<file path="src/shared/tmr_pkg.sv">
// constants and types for the timer pair run, cascade and clock-gate control
package tmr_pkg;
  localparam logic [11:0] TMR_CTRL_ADDR  = 12'h02c;
  localparam logic [11:0] TMR_GATE_ADDR  = 12'hf74;
  localparam logic [11:0] TMR_MODE0_ADDR = 12'h030;
  localparam logic [11:0] TMR_MODE1_ADDR = 12'h034;
  localparam logic [11:0] TMR_CNTLO_ADDR = 12'h038;
  localparam logic [11:0] TMR_CNTHI_ADDR = 12'h03c;
  localparam int TMR_RUN0_BIT = 0;
  localparam int TMR_RUN1_BIT = 1;
  localparam int TMR_CASC_BIT = 2;
  localparam int TMR_COMB_BIT = 3;
  localparam int TMR_CKEN_BIT = 4;
  localparam int TMR_EXT_BIT  = 3;
  localparam logic [7:0] TMR_GATE_RST = 8'h00;
  localparam logic [3:0] TMR_MODE_RST = 4'h0;
  localparam int TMR_PRE_W = 11;
  // gear divider exponent per clock-select code, index = code
  localparam logic [7:0][3:0] TMR_GEAR_EXP =
    {4'h0, 4'h1, 4'h2, 4'h4, 4'h6, 4'h8, 4'ha, 4'hb};
  // low-frequency divider exponents for codes 000, 001, 111
  localparam logic [3:0] TMR_FS_EXP0 = 4'h4;
  localparam logic [3:0] TMR_FS_EXP1 = 4'h3;
  localparam logic [3:0] TMR_FS_EXP7 = 4'h2;
  typedef enum logic [1:0] {
    TMR_PWR_NORMAL = 2'h0,
    TMR_PWR_IDLE   = 2'h1,
    TMR_PWR_SLOW   = 2'h2,
    TMR_PWR_SLEEP  = 2'h3
  } tmr_pwr_e;
endpackage : tmr_pkg

</file>
<file path="src/shared/tmr_src_if.sv">
// source clock selection signals for one timer
`timescale 1ns/1ns
interface tmr_src_if;
  logic [10:0] pre;
  logic [3:0]  fsdiv;
  logic        fs_rise;
  logic        low_pwr;
  logic        dv9;
  logic [2:0]  code;
  logic        ext;
  logic        ev_fall;
  logic        tick;
  modport ctl (output pre, fsdiv, fs_rise, low_pwr, dv9, code, ext,
               ev_fall, input tick);
  modport sel (input pre, fsdiv, fs_rise, low_pwr, dv9, code, ext,
               ev_fall, output tick);
endinterface : tmr_src_if

</file>
<file path="src/rtl/tmr_sync_fall.sv">
// two-flop synchroniser with rise and fall detection
`timescale 1ns/1ns
module tmr_sync_fall
  import tmr_pkg::*;
#(
  parameter int W = 3
) (
  // clock and reset
  input  wire logic         clk,
  input  wire logic         nrst,
  // pins and edges
  input  wire logic [W-1:0] din,
  output logic      [W-1:0] rise,
  output logic      [W-1:0] fall
);
  typedef struct packed {
    logic [W-1:0] s1;
    logic [W-1:0] s2;
    logic [W-1:0] s3;
  } tmr_sync_s;
  tmr_sync_s st_q;
  tmr_sync_s st_d;

  if (W < 1)
  begin : g_chk
    $error("tmr_sync_fall: W must be at least 1");
  end

  always_comb
  begin
    st_d    = st_q;
    st_d.s1 = din;
    st_d.s2 = st_q.s1;
    st_d.s3 = st_q.s2;
  end

  always_ff @(posedge clk)
  begin
    if (!nrst)
      st_q <= '0;
    else
      st_q <= st_d;
  end

  assign rise = st_q.s2 & ~st_q.s3;
  assign fall = ~st_q.s2 & st_q.s3;
endmodule : tmr_sync_fall

</file>
<file path="src/rtl/tmr_src_sel.sv">
// source clock tick selection for one timer
`timescale 1ns/1ns
module tmr_src_sel
  import tmr_pkg::*;
(
  // clock and reset
  input wire logic clk,
  input wire logic nrst,
  // selection
  tmr_src_if.sel   s
);
  logic [10:0] gmask;
  logic [3:0]  fexp;
  logic [3:0]  fmask;
  logic        fs_ok;

  always_comb
  begin
    gmask  = 11'((12'h1 << TMR_GEAR_EXP[s.code]) - 12'h1);
    fexp   = (s.code == 3'h0) ? TMR_FS_EXP0 :
             (s.code == 3'h1) ? TMR_FS_EXP1 : TMR_FS_EXP7;
    fmask  = 4'((5'h1 << fexp) - 5'h1);
    // a stalled low-freq clock never rises, so no low-freq tick ever comes
    fs_ok  = s.fs_rise && ((s.fsdiv & fmask) == fmask);
    s.tick = 1'b0;
    if (s.ext)
      s.tick = s.ev_fall;
    else if (s.low_pwr)
    begin
      if (s.code == 3'h0 || s.code == 3'h1 || s.code == 3'h7)
        s.tick = fs_ok;
    end
    else if (s.dv9 && s.code <= 3'h1)
      s.tick = fs_ok;
    else
      s.tick = ((s.pre & gmask) == gmask);
  end
endmodule : tmr_src_sel

</file>
<file path="src/rtl/tmr_pair_ctrl.sv">
// run, cascade, output combine and clock gating for a pair of 8-bit timers
`timescale 1ns/1ns
module tmr_pair_ctrl
  import tmr_pkg::*;
(
  // clock and reset
  input  wire logic           clk,
  input  wire logic           nrst,
  // register port
  input  wire logic [11:0]    addr,
  input  wire logic [7:0]     wdata,
  input  wire logic           wr,
  input  wire logic           rd,
  output logic      [7:0]     rdata,
  // system state
  input  tmr_pkg::tmr_pwr_e   pwr_state,
  input  wire logic           stop_entry,
  input  wire logic           divider_stage_clock_select,
  input  wire logic           low_freq_clock,
  // event pins
  input  wire logic [1:0]     timer_event_input_pin,
  // output pins
  output logic                timer0_pwm_out_pin,
  output logic                timer0_pulse_out_pin,
  output logic                timer1_pwm_out_pin,
  output logic                timer1_pulse_out_pin,
  // status
  output logic                timer_pair_clock_enable
);
  import tmr_pkg::*;

  typedef struct packed {
    logic        run0;
    logic        run1;
    logic        casc;
    logic        comb;
    logic [7:0]  gate;
    logic [3:0]  mode0;
    logic [3:0]  mode1;
    logic [15:0] cnt;
    logic        out0;
    logic        out1;
    logic        pin0;
    logic        pin1;
    logic [7:0]  rdata;
    logic [10:0] pre;
    logic [3:0]  fsdiv;
  } tmr_top_s;

  tmr_top_s st_q;
  tmr_top_s st_d;

  logic [2:0] ev_rise;
  logic [2:0] ev_fall;
  logic [1:0] tick;
  logic       cken;
  logic       low_pwr;
  logic       busy;
  logic       wr_ctrl;

  // event pins and low-freq clock come from outside this clock domain
  tmr_sync_fall #(
    .W (3)
  ) u_sync (
    .clk  (clk),
    .nrst (nrst),
    .din  ({low_freq_clock, timer_event_input_pin}),
    .rise (ev_rise),
    .fall (ev_fall)
  );

  tmr_src_if src_if[2] ();

  for (genvar i = 0; i < 2; i++)
  begin : g_src
    assign src_if[i].pre     = st_q.pre;
    assign src_if[i].fsdiv   = st_q.fsdiv;
    assign src_if[i].fs_rise = ev_rise[2];
    assign src_if[i].low_pwr = low_pwr;
    assign src_if[i].dv9     = divider_stage_clock_select;
    assign src_if[i].code    = (i == 0) ? st_q.mode0[2:0]
                                        : st_q.mode1[2:0];
    assign src_if[i].ext     = (i == 0) ? st_q.mode0[TMR_EXT_BIT]
                                        : st_q.mode1[TMR_EXT_BIT];
    // cascaded pair counts on timer 0's pin only
    assign src_if[i].ev_fall = (i == 0 || st_q.casc) ? ev_fall[0]
                                                     : ev_fall[1];
    assign tick[i]           = src_if[i].tick;
    tmr_src_sel u_sel (
      .clk  (clk),
      .nrst (nrst),
      .s    (src_if[i])
    );
  end

  assign cken    = st_q.gate[TMR_CKEN_BIT];
  assign low_pwr = (pwr_state == TMR_PWR_SLOW) ||
                   (pwr_state == TMR_PWR_SLEEP);
  assign busy    = st_q.run0 || st_q.run1;
  assign wr_ctrl = wr && (addr == TMR_CTRL_ADDR);

  always_comb
  begin
    st_d = st_q;

    // prescalers only run with the basic clock supplied
    if (cken)
    begin
      st_d.pre = st_q.pre + 11'h1;
      if (ev_rise[2])
        st_d.fsdiv = st_q.fsdiv + 4'h1;
    end

    // register writes
    if (wr_ctrl)
    begin
      st_d.run0 = wdata[TMR_RUN0_BIT];
      st_d.run1 = wdata[TMR_RUN1_BIT];
      // config is frozen while running, but loads alongside a start
      if (!busy)
      begin
        st_d.casc = wdata[TMR_CASC_BIT];
        st_d.comb = wdata[TMR_COMB_BIT];
      end
    end
    if (wr && addr == TMR_GATE_ADDR)
      st_d.gate = wdata;
    if (wr && addr == TMR_MODE0_ADDR &&
        !st_q.run0 && !(st_q.casc && st_q.run1))
      st_d.mode0 = wdata[3:0];
    if (wr && addr == TMR_MODE1_ADDR && !st_q.run1)
      st_d.mode1 = wdata[3:0];

    // deep stop beats a software start in the same cycle
    if (stop_entry)
    begin
      st_d.run0 = 1'b0;
      st_d.run1 = 1'b0;
    end

    // counting uses the registered run bits; a new start counts next cycle
    if (st_q.casc)
    begin
      // one 16-bit counter run by timer 1, clocked by its select
      if (!st_q.run1)
      begin
        st_d.cnt  = 16'h0000;
        st_d.out0 = 1'b0;
        st_d.out1 = 1'b0;
      end
      else if (cken && tick[1])
      begin
        st_d.cnt = st_q.cnt + 16'h0001;
        if (st_q.cnt[7:0] == 8'hff)
          st_d.out0 = !st_q.out0;
        if (st_q.cnt == 16'hffff)
          st_d.out1 = !st_q.out1;
      end
    end
    else
    begin
      if (!st_q.run0)
      begin
        st_d.cnt[7:0] = 8'h00;
        st_d.out0     = 1'b0;
      end
      else if (cken && tick[0])
      begin
        st_d.cnt[7:0] = st_q.cnt[7:0] + 8'h01;
        if (st_q.cnt[7:0] == 8'hff)
          st_d.out0 = !st_q.out0;
      end
      if (!st_q.run1)
      begin
        st_d.cnt[15:8] = 8'h00;
        st_d.out1      = 1'b0;
      end
      else if (cken && tick[1])
      begin
        st_d.cnt[15:8] = st_q.cnt[15:8] + 8'h01;
        if (st_q.cnt[15:8] == 8'hff)
          st_d.out1 = !st_q.out1;
      end
    end

    // pins 0 idle high when combined, pins 1 carry the AND
    st_d.pin0 = st_q.comb ? 1'b1 : st_q.out0;
    st_d.pin1 = st_q.comb ? (st_q.out0 & st_q.out1)
                          : st_q.out1;

    // read data stand for the one cycle after the strobe
    st_d.rdata = 8'h00;
    if (rd)
    begin
      case (addr)
        TMR_CTRL_ADDR:
          st_d.rdata = {4'h0, st_q.comb, st_q.casc,
                        st_q.run1, st_q.run0};
        TMR_GATE_ADDR:  st_d.rdata = st_q.gate;
        TMR_MODE0_ADDR: st_d.rdata = {4'h0, st_q.mode0};
        TMR_MODE1_ADDR: st_d.rdata = {4'h0, st_q.mode1};
        TMR_CNTLO_ADDR: st_d.rdata = st_q.cnt[7:0];
        TMR_CNTHI_ADDR: st_d.rdata = st_q.cnt[15:8];
        default:        st_d.rdata = 8'h00;
      endcase
    end
  end

  always_ff @(posedge clk)
  begin
    if (!nrst)
    begin
      st_q       <= '0;
      st_q.gate  <= TMR_GATE_RST;
      st_q.mode0 <= TMR_MODE_RST;
      st_q.mode1 <= TMR_MODE_RST;
    end
    else
      st_q <= st_d;
  end

  assign rdata                   = st_q.rdata;
  assign timer0_pwm_out_pin      = st_q.pin0;
  assign timer0_pulse_out_pin    = st_q.pin0;
  assign timer1_pwm_out_pin      = st_q.pin1;
  assign timer1_pulse_out_pin    = st_q.pin1;
  assign timer_pair_clock_enable = cken;
endmodule : tmr_pair_ctrl

</file>
<file path="config.mk">
export PLATFORM = sky130hd
export DESIGN_NAME = tmr_pair_ctrl
export DESIGN_NICKNAME = d
export VERILOG_FILES = /design/src/shared/tmr_pkg.sv /design/src/shared/tmr_src_if.sv /design/src/rtl/tmr_sync_fall.sv /design/src/rtl/tmr_src_sel.sv /design/src/rtl/tmr_pair_ctrl.sv
export SDC_FILE = /design/constraint.sdc
export NUM_CORES = 1
export LEC_CHECK = 0
export ABC_AREA = 1
export ABC_CLOCK_PERIOD_IN_PS = 2800
export BUFFER_PORTS_ARGS = -buffer_cell sky130_fd_sc_hd__buf_2
export CAP_MARGIN = 25
export CORE_MARGIN = 8
export CORE_UTILIZATION = 46
export CTS_BUF_LIST = sky130_fd_sc_hd__clkbuf_4 sky130_fd_sc_hd__clkbuf_8
export CTS_CLUSTER_DIAMETER = 60
export DETAILED_ROUTE_END_ITERATION = 10
export GPL_TIMING_DRIVEN = 1
export PLACE_DENSITY = 0.62
export REMOVE_ABC_BUFFERS = 1
export SLEW_MARGIN = 20
export SYNTH_ARGS = -nofsm -noshare
export SYNTH_HDL_FRONTEND = slang
export SYNTH_HIERARCHICAL = 1
export SYNTH_SLANG_ARGS = --single-unit
</file>
<file path="constraint.sdc">
create_clock -name clk -period 2.8 [get_ports clk]
set_clock_uncertainty 0.05 [all_clocks]
set_input_delay 0.28 -clock clk [delete_from_list [all_inputs] [get_ports clk]]
set_output_delay 0.28 -clock clk [all_outputs]
set_load 0.01 [all_outputs]
</file>
==> out/metrics.cfg, run 1 <==
[worst_setup_path]
end_kind=register
timing.rr.start=src_if[1].code[2]
max_stage_delay_ps=490
reg2reg_depth=15
worstPathArrival_ps=2320
cp_num_buf_inv=2
cp_slowest_cell=dfxtp_1
crit_required_ps=2990
start_kind=register
setup.worst_path.class=reg2reg
critPathTopFamily=simple AND/OR/NAND/NOR gates
cpMostUsedCell=nand2_1
cp_max_fo=12
crit_chain=nand3_1, nand2_1, nand2_1, nor2_1, nand2_1, nand2_1, nand2_1, a21oi_2, nand2_1, inv_1, nor2_1, inv_1, nand3_1, nand2_1, nor2_1
crit_cells=15
worstReg2RegEnd=st_q[35]
r2r_setup_slack_ps=670

[global_route]
use_met3_pct=3.301
grt_first_pass_wirelength_um=17920
grt_use_met2_pct=29.13
grt_pass1_vias=3831
grt_max_degree=27
gr-total-overflow=0
grt_util_met1_pct=21.05
antenna_found_initial=0
grt_use_total_pct=17.36
busiest_layer=met2

[drt]
routedWlPerCell_um=13.59
drt_iter0_drc=209
drc=0
wl_um=10820
dr.pass1.iters=4
viasPerCell=5.143
ant_nets=0
vias=4094

[timing]
finalCritPeriodShare_pct=76.20
slew_viol_final=0
setup_ws_ps=666.4
relSlewSlack_pct=62.63
timing.final.setup_violations=0
fin_tns_setup_ps=0
clock.fmax_mhz=468.7
hold_violations=0
whs_ps=60.14
rsz0062_at_grt=false
worst_slew_pin_slew_ps=559.8
period_needed_ps=2134

[logic_synthesis]
synth.avg_cell_area_um2=6.373
syn_area_um2=4143
syn_inst=650
synth_warnings=6

[status]
status=completed

[placed_design]
placedCellCount=780
place.port_buffers=42
place_area_um2=4355
dp_slack_ps=687.4
post-dp-hpwl_um=8343
place_congestion=0.8882

[power]
power_mw=1.971
p_leak_nw=2.090
power_density_nw_per_um2=432.1
vdd_ir_drop_max_v=0.0002262

[clock_tree]
insertion_delay_ps=350
cts_tree=built
cts-buffers-inserted=9
clock_path_buffers=2
cts_max_level=3
postCtsHoldBufs=0
cts_sinks=72
cts_resized=0
path_clk_slew_ps=80
clockRootBuffer=clkbuf_8
postCtsSetupRepairBufs=0

[final_layout]
final_nets=718
diodes=0
syn2layout_area_growth_pct=10.12
final_layout_size_suffix_gt1_share_pct=14.24
utilization_pct=52.31
final-instance-count-excl-fill=796
design_area_um2=4562
regArea_um2=1441
multiInputGateArea_um2=2118
num-fill-cells=910

[floorplan]
coreArea_um2=8721
die_h_um=110.9
pin_count=44
start_util_pct=47.50
row_count=34
die_w_um=110.9
dieArea_um2=12300

[min_path]
hp-start=timer_event_input_pin[1]
hold_path_end=u_sync/st_d[4]
hold_path.class=in2reg
whs_path_depth=3

[run]
cap_violations=0

-- sequential cells by signal (all words and copies together) (netlist names) --
name                     cells
rdata                        8
src_if.code                  6
src_if.ext                   2
src_if.fsdiv                 4
src_if.pre                  11
st_q                        29
timer0_pulse_out_pin         1
timer1_pulse_out_pin         1
timer_pair_clock_enable      1
u_sync/st_d                  6
u_sync/st_q                  3
-- report_power, final --
| group | total (mW) | switching, mW | internal [mW] |
|---|---|---|---|
| sequential | 1.03 | 0.00173 | 1.03 |
| combinational | 0.0833 | 0.0537 | 0.0295 |
| clock | 0.858 | 0.380 | 0.478 |
-- final cells by class --
| cell class | count | share of cell area [%] |
|---|---|---|
| Multi-Input combinational cell | 441 | 46.43 |
| Sequential cell | 72 | 31.60 |
| Inverter | 114 | 9.380 |
| Timing Repair Buffer | 45 | 5.101 |
| Clock buffer | 13 | 3.648 |
| Tap cell | 108 | 2.962 |
| Clock inverter | 3 | 0.8777 |
-- routing by layer --
layer  vias to the layer above  routed length [um]
met2                        67                5173
li1                       2139                   -
met5                         -                   0
met4                         0                 269
met1                      1867                4978
met3                        21                 395
-- how the worst max path moves through the flow --
stage,from,end,slack (ps)
floorplan,src_if[1].code[2],st_q[39],1060
global placement,src_if[1].code[1],st_q[35],740
detailed placement,src_if[1].code[2],st_q[39],690
CTS,src_if[1].code[1],st_q[35],670
global route,src_if[1].code[1],st_q[42],380
finish,src_if[1].code[2],st_q[35],670
-- worst reg2reg max path, cell delays in order (launching register included) --
cell and delay [ps]:
dfxtp_1 490, nand3_1 140, nand2_1 90, nand2_1 50
nor2_1 100, nand2_1 70, nand2_1 60, nand2_1 60
a21oi_2 100, nand2_1 100, inv_1 140, nor2_1 70
inv_1 280, nand3_1 120, nand2_1 80, nor2_1 40
-- layout by cell type (no fill, tap or decap), drive strengths merged --
| master | instances |
|---|---|
| a211oi | 6 |
| a21oi | 43 |
| a31oi | 4 |
| and3 | 3 |
| buf | 45 |
| bufinv | 1 |
| clkbuf | 13 |
| clkinv | 4 |
| dfxtp | 72 |
| ha | 4 |
| inv | 112 |
| nand2 | 148 |
| nand3 | 55 |
| nand3b | 2 |
| nand4 | 18 |
| nor2 | 94 |
| nor3 | 17 |
| nor3b | 1 |
| o211ai | 1 |
| o21a | 1 |
| o21ai | 41 |
| o21bai | 3 |
Note: power is estimated with default switching activity, not from simulation.
==> inputs of run 2 (changes only) <==
ABC_CLOCK_PERIOD_IN_PS = 2000   (was 2800)
clock period = 2 ns   (was 2.8 ns; I/O delays follow)
==> run 2 against run 1 <==
  * Register-to-register slack worse by 530 ps
  * Clock power up 61%
  * Final area up 6.6%
  * Non-clock buffer count up 19
  * Maximum frequency up 14%
  * Sequential share of layout area down 1.6 points
  * Via count up 2.7%
  * Flip-flop and latch count unchanged
  * Largest cell class unchanged
==> out/metrics.cfg, run 2 (same netlist as run 1, synthesis figures left out) <==
[floorplan]
row_count=34
coreArea_um2=8721
start_util_pct=47.50
die_w_um=110.9
die_h_um=110.9
dieArea_um2=12300
pin_count=44

[clock_tree]
cts-buffers-inserted=9
cts_sinks=72
insertion_delay_ps=360
clock_path_buffers=2
clockRootBuffer=clkbuf_8
cts_tree=built
path_clk_slew_ps=90
cts_max_level=3

[worst_setup_path]
r2r_setup_slack_ps=130
crit_required_ps=2190
reg2reg_depth=13
timing.rr.start=u_sync/st_d[2]
start_kind=register
worstReg2RegEnd=st_q[40]
worstPathArrival_ps=2060
cp-startpoint=u_sync/st_d[2]
cp_max_fo=3
setup.worst_path.class=reg2reg
end_kind=register

[final_layout]
num-fill-cells=863
layout_common_cells=139 x nand2_1, 103 x inv_1, 78 x nor2_1
regArea_um2=1458
regMostFlops=st_q
syn2layout_area_growth_pct=17.34
largest_reg_flops=29
final_nets=738
multiInputGateArea_um2=2207
diodes=0
utilization_pct=55.74
final_layout_size_suffix_gt1_share_pct=19.77
final-instance-count-excl-fill=816
final_common_cell=nand2_1

[drt]
routedWlPerCell_um=13.62
drc=0
dr.pass1.iters=5
drt_iter0_drc=277
ant_nets=0
wl_um=11110
vias=4203
viasPerCell=5.151

[power]
p_sw_mw=0.6603
p_leak_nw=2.201
vdd_ir_drop_max_v=0.0004362
p_sw_share_pct=22.40
power_mw=2.948
power_density_nw_per_um2=606.5
internal_power_mw=2.288
p_seq_share_pct=48.8
combPwrFrac_pct=4.2
clockPowerShare_pct=46.9

[status]
status=completed

[placed_design]
place_congestion=0.8521
post-dp-hpwl_um=8254
place.port_buffers=42
placedCellCount=795
dp_slack_ps=-3.858

[global_route]
grt_use_met2_pct=29.29
grt_max_degree=24
grt_pass1_vias=3958
antenna_found_initial=0
grt_util_met1_pct=21.49
grt_use_total_pct=17.61
gr-total-overflow=0
use_met3_pct=3.193
busiest_layer=met2
grt_first_pass_wirelength_um=18270

[timing]
finalCritPeriodShare_pct=93.40
clock.fmax_mhz=535.4
rsz0062_at_grt=true
hold_violations=0
setup_ws_ps=132.1
timing.final.setup_violations=0
fin_tns_setup_ps=0
relSlewSlack_pct=65.10
worst_slew_pin_slew_ps=522.8
slew_viol_final=0
period_needed_ps=1868

[min_path]
hold_path_end=st_q[58]
hp-start=wdata[7]
whs_path_depth=3
hold_path.class=in2reg

[run]
cap_violations=0

run 2: cell count changes in the layout (fill, tap and decap cells not counted), sizes merged:
cell	change
bufinv	+1
dlygate4sd3	+3
clkinvlp	+3
buf	+16
clkbuf	-1
clkinv	-2
run 2: how the worst max path moves through the flow:
stage	end	slack (ps)	cells past startpoint
6_report	st_q[40]	130	13
5_1_grt	st_q[35]	-20	14
4_1_cts	st_q[31]	5	13
3_5_place_dp	st_q[35]	-4	14
3_3_place_gp	st_q[35]	30	14
2_1_floorplan	st_q[39]	260	12
run 2: timing repair:
action,in CTS,in global routing
endpoints found under the hold margin,3,0
setup buffers,0,1
hold buffers,3,0
gates resized for setup,1,37
pin swaps,0,6
setup endpoints to repair,6,18
gates cloned,0,1
run 2: layout make-up:
type | count | area share [%]
clock inverters | 4 | 1.544
well taps | 108 | 2.780
repair inverters | 1 | 0.1544
clock buffers | 12 | 3.398
inverters | 114 | 8.855
repair buffers | 64 | 7.876
flip-flops and latches | 72 | 29.99
multi-input cells | 441 | 45.41
run 2: critical path: stages, from the launching register on:
cell	delay, ps
dfxtp_2	330
inv_1	60
nor2_4	110
and3_4	200
nand3_1	70
nor2_1	100
nor2_1	60
a21oi_2	150
nand2_2	100
inv_2	120
nor2_4	50
buf_4	150
a31oi_2	140
a21oi_1	90
run 2: power by group through the flow:
stage / logic [mW] / registers, mW / clock network (mW)
5_1_grt: 0.141 / 1.44 / 1.46
3_3_place_gp: 0.117 / 1.48 / 0
2_1_floorplan: 0.0502 / 1.48 / 0
4_1_cts: 0.124 / 1.44 / 1.42
6_report: 0.125 / 1.44 / 1.38
3_5_place_dp: 0.119 / 1.48 / 0
run 2: metal layers:
| metal | share of wire (%) | routed length [um] | up-vias |
|---|---|---|---|
| li1 | - | - | 2168 |
| met2 | 48 | 5319 | 120 |
| met1 | 44 | 4889 | 1892 |
| met5 | 0 | 0 | - |
| met4 | 2.4 | 262 | 0 |
| met3 | 5.8 | 642 | 23 |
run 2: metrics by stage:
step	hold WS (ps)	area, um2
2_1_floorplan	243.5	3988
3_5_place_dp	339.1	4468
5_1_grt	34.23	4861
3_3_place_gp	335.4	4468
6_report	30.11	4861
4_1_cts	10.39	4738
==> inputs of run 3 (changes only) <==
RECOVER_POWER = 50   (was unset)
==> run 3 against run 2 <==
  * Final area is 0.54% lower
  * Wire length increased by 0.27%
  * Register-to-register slack about the same
  * Sequential share of layout area grew 0.16 points
  * Combinational power hardly changed
  * Critical path depth unchanged
  * Critical path type unchanged
  * Maximum frequency hardly changed
  * Die area is the same
  * Clock-buffer cell count is the same
  * Utilization is 0.30 points lower
==> out/metrics.cfg, run 3 (same netlist as run 1, synthesis figures left out) <==
[final_layout]
largest_reg_flops=29
final_common_cell=nand2_1
multiInputGateArea_um2=2207
final_layout_size_suffix_gt1_share_pct=17.66
final_nets=738
num-fill-cells=872
regMostFlops=st_q
utilization_pct=55.44
regArea_um2=1458
design_area_um2=4835
diodes=0
syn2layout_area_growth_pct=16.70
layout_common_cells=139 x nand2_1, 103 x inv_1, 78 x nor2_1

[power]
combPwrFrac_pct=4.2
p_sw_share_pct=22.40
p_leak_nw=2.137
vdd_ir_drop_max_v=0.0004366
power_density_nw_per_um2=609.2
p_seq_share_pct=48.9
power_mw=2.945
internal_power_mw=2.285
p_sw_mw=0.6598
clockPowerShare_pct=47.0

[clock_tree]
clock_path_buffers=2
path_clk_slew_ps=90
cts-buffers-inserted=9
insertion_delay_ps=360
clockRootBuffer=clkbuf_8
cts_tree=built
cts_sinks=72
cts_max_level=3

[timing]
finalCritPeriodShare_pct=93.33
relSlewSlack_pct=45.79
fin_tns_setup_ps=0
timing.final.setup_violations=0
slew_viol_final=0
rsz0062_at_grt=true
worst_slew_pin_slew_ps=813.1
clock.fmax_mhz=535.7
setup_ws_ps=133.3
hold_violations=0
period_needed_ps=1867

[global_route]
grt_use_total_pct=17.61
grt_pass1_vias=3958
grt_first_pass_wirelength_um=18270
grt_max_degree=24
gr-total-overflow=0
antenna_found_initial=0

[worst_setup_path]
cp_max_fo=3
crit_required_ps=2190
reg2reg_depth=13
end_kind=register
critPathTopFamily=simple AND/OR/NAND/NOR gates
r2r_setup_slack_ps=130
crit_chain=inv_1, nor2_4, and3_4, nand3_1, nor2_1, nor2_1, a21oi_2, nand2_2, inv_2, nor2_4, buf_4, a31oi_2, a21oi_1
start_kind=register
crit_cells=13
worstReg2RegEnd=st_q[40]
setup.worst_path.class=reg2reg
max_stage_delay_ps=330
cp_num_buf_inv=3
timing.rr.start=u_sync/st_d[2]
cp_slowest_cell=dfxtp_2
worstPathArrival_ps=2050

[placed_design]
place.port_buffers=42
post-dp-hpwl_um=8254
dp_slack_ps=-3.858
place_area_um2=4468
place_congestion=0.8521

[drt]
vias=4174
viasPerCell=5.115
routedWlPerCell_um=13.66
drc=0
drt_iter0_drc=289
dr.pass1.iters=5
ant_nets=0
wl_um=11140

[min_path]
hold_path_end=st_q[58]
hold_path.class=in2reg
whs_path_depth=3
hp-start=wdata[7]

[floorplan]
row_count=34
die_h_um=110.9
pin_count=44
die_w_um=110.9
start_util_pct=47.50
coreArea_um2=8721
dieArea_um2=12300

[status]
status=completed

[run]
cap_violations=0

run 3: layout make-up:
| class | count | share of cell area [%] |
|---|---|---|
| Inverter | 114 | 8.903 |
| Sequential cell | 72 | 30.15 |
| Timing Repair inverter | 1 | 0.1553 |
| Multi-Input combinational cell | 441 | 45.65 |
| Tap cell | 108 | 2.795 |
| Timing Repair Buffer | 64 | 7.376 |
| Clock inverter | 4 | 1.553 |
| Clock buffer | 12 | 3.416 |
run 3: metrics by stage:
| stage | std cells | hold slack [ps] |
|---|---|---|
| floorplan | 627 | 243.5 |
| global placement | 795 | 335.4 |
| detailed placement | 795 | 339.1 |
| CTS | 814 | 10.39 |
| global route | 816 | 34.23 |
| finish | 816 | 30.39 |
run 3: how the worst max path moves through the flow:
stage	startpoint	endpoint	slack, ps
2_1_floorplan	src_if[1].code[2]	st_q[39]	260
3_3_place_gp	u_sync/st_d[2]	st_q[35]	30
3_5_place_dp	u_sync/st_d[2]	st_q[35]	-4
4_1_cts	u_sync/st_d[2]	st_q[31]	5
5_1_grt	src_if[1].code[1]	st_q[35]	-20
6_report	u_sync/st_d[2]	st_q[40]	130
run 3: per-layer routing:
metal / global-route usage (%) / wire (um)
met4: 8.018 / 231
met5: 0 / 0
met2: 29.29 / 5368
met1: 21.49 / 4953
met3: 3.193 / 589
run 3: repair_timing:
| action | 4_1_cts | 5_1_grt |
|---|---|---|
| gates resized for setup | 1 | 37 |
| hold buffers | 3 | 0 |
| endpoints found under the hold margin | 3 | 0 |
| pin swaps | 0 | 6 |
| endpoints found under the setup margin | 6 | 18 |
| setup buffers | 0 | 1 |
| gates cloned | 0 | 1 |
run 3: worst register-to-register path, cell delays in order, from the launching register on:
cell and delay [ps]:
dfxtp_2 330, inv_1 60, nor2_4 110, and3_4 200
nand3_1 70, nor2_1 100, nor2_1 60, a21oi_2 150
nand2_2 100, inv_2 120, nor2_4 50, buf_4 150
a31oi_2 140, a21oi_1 90
run 3: power groups by stage:
stage | Clock (mW) | Combinational, mW | Sequential (mW)
detailed placement | 0 | 0.119 | 1.48
global route | 1.46 | 0.138 | 1.44
floorplan | 0 | 0.0502 | 1.48
CTS | 1.42 | 0.124 | 1.44
global placement | 0 | 0.117 | 1.48
finish | 1.38 | 0.123 | 1.44
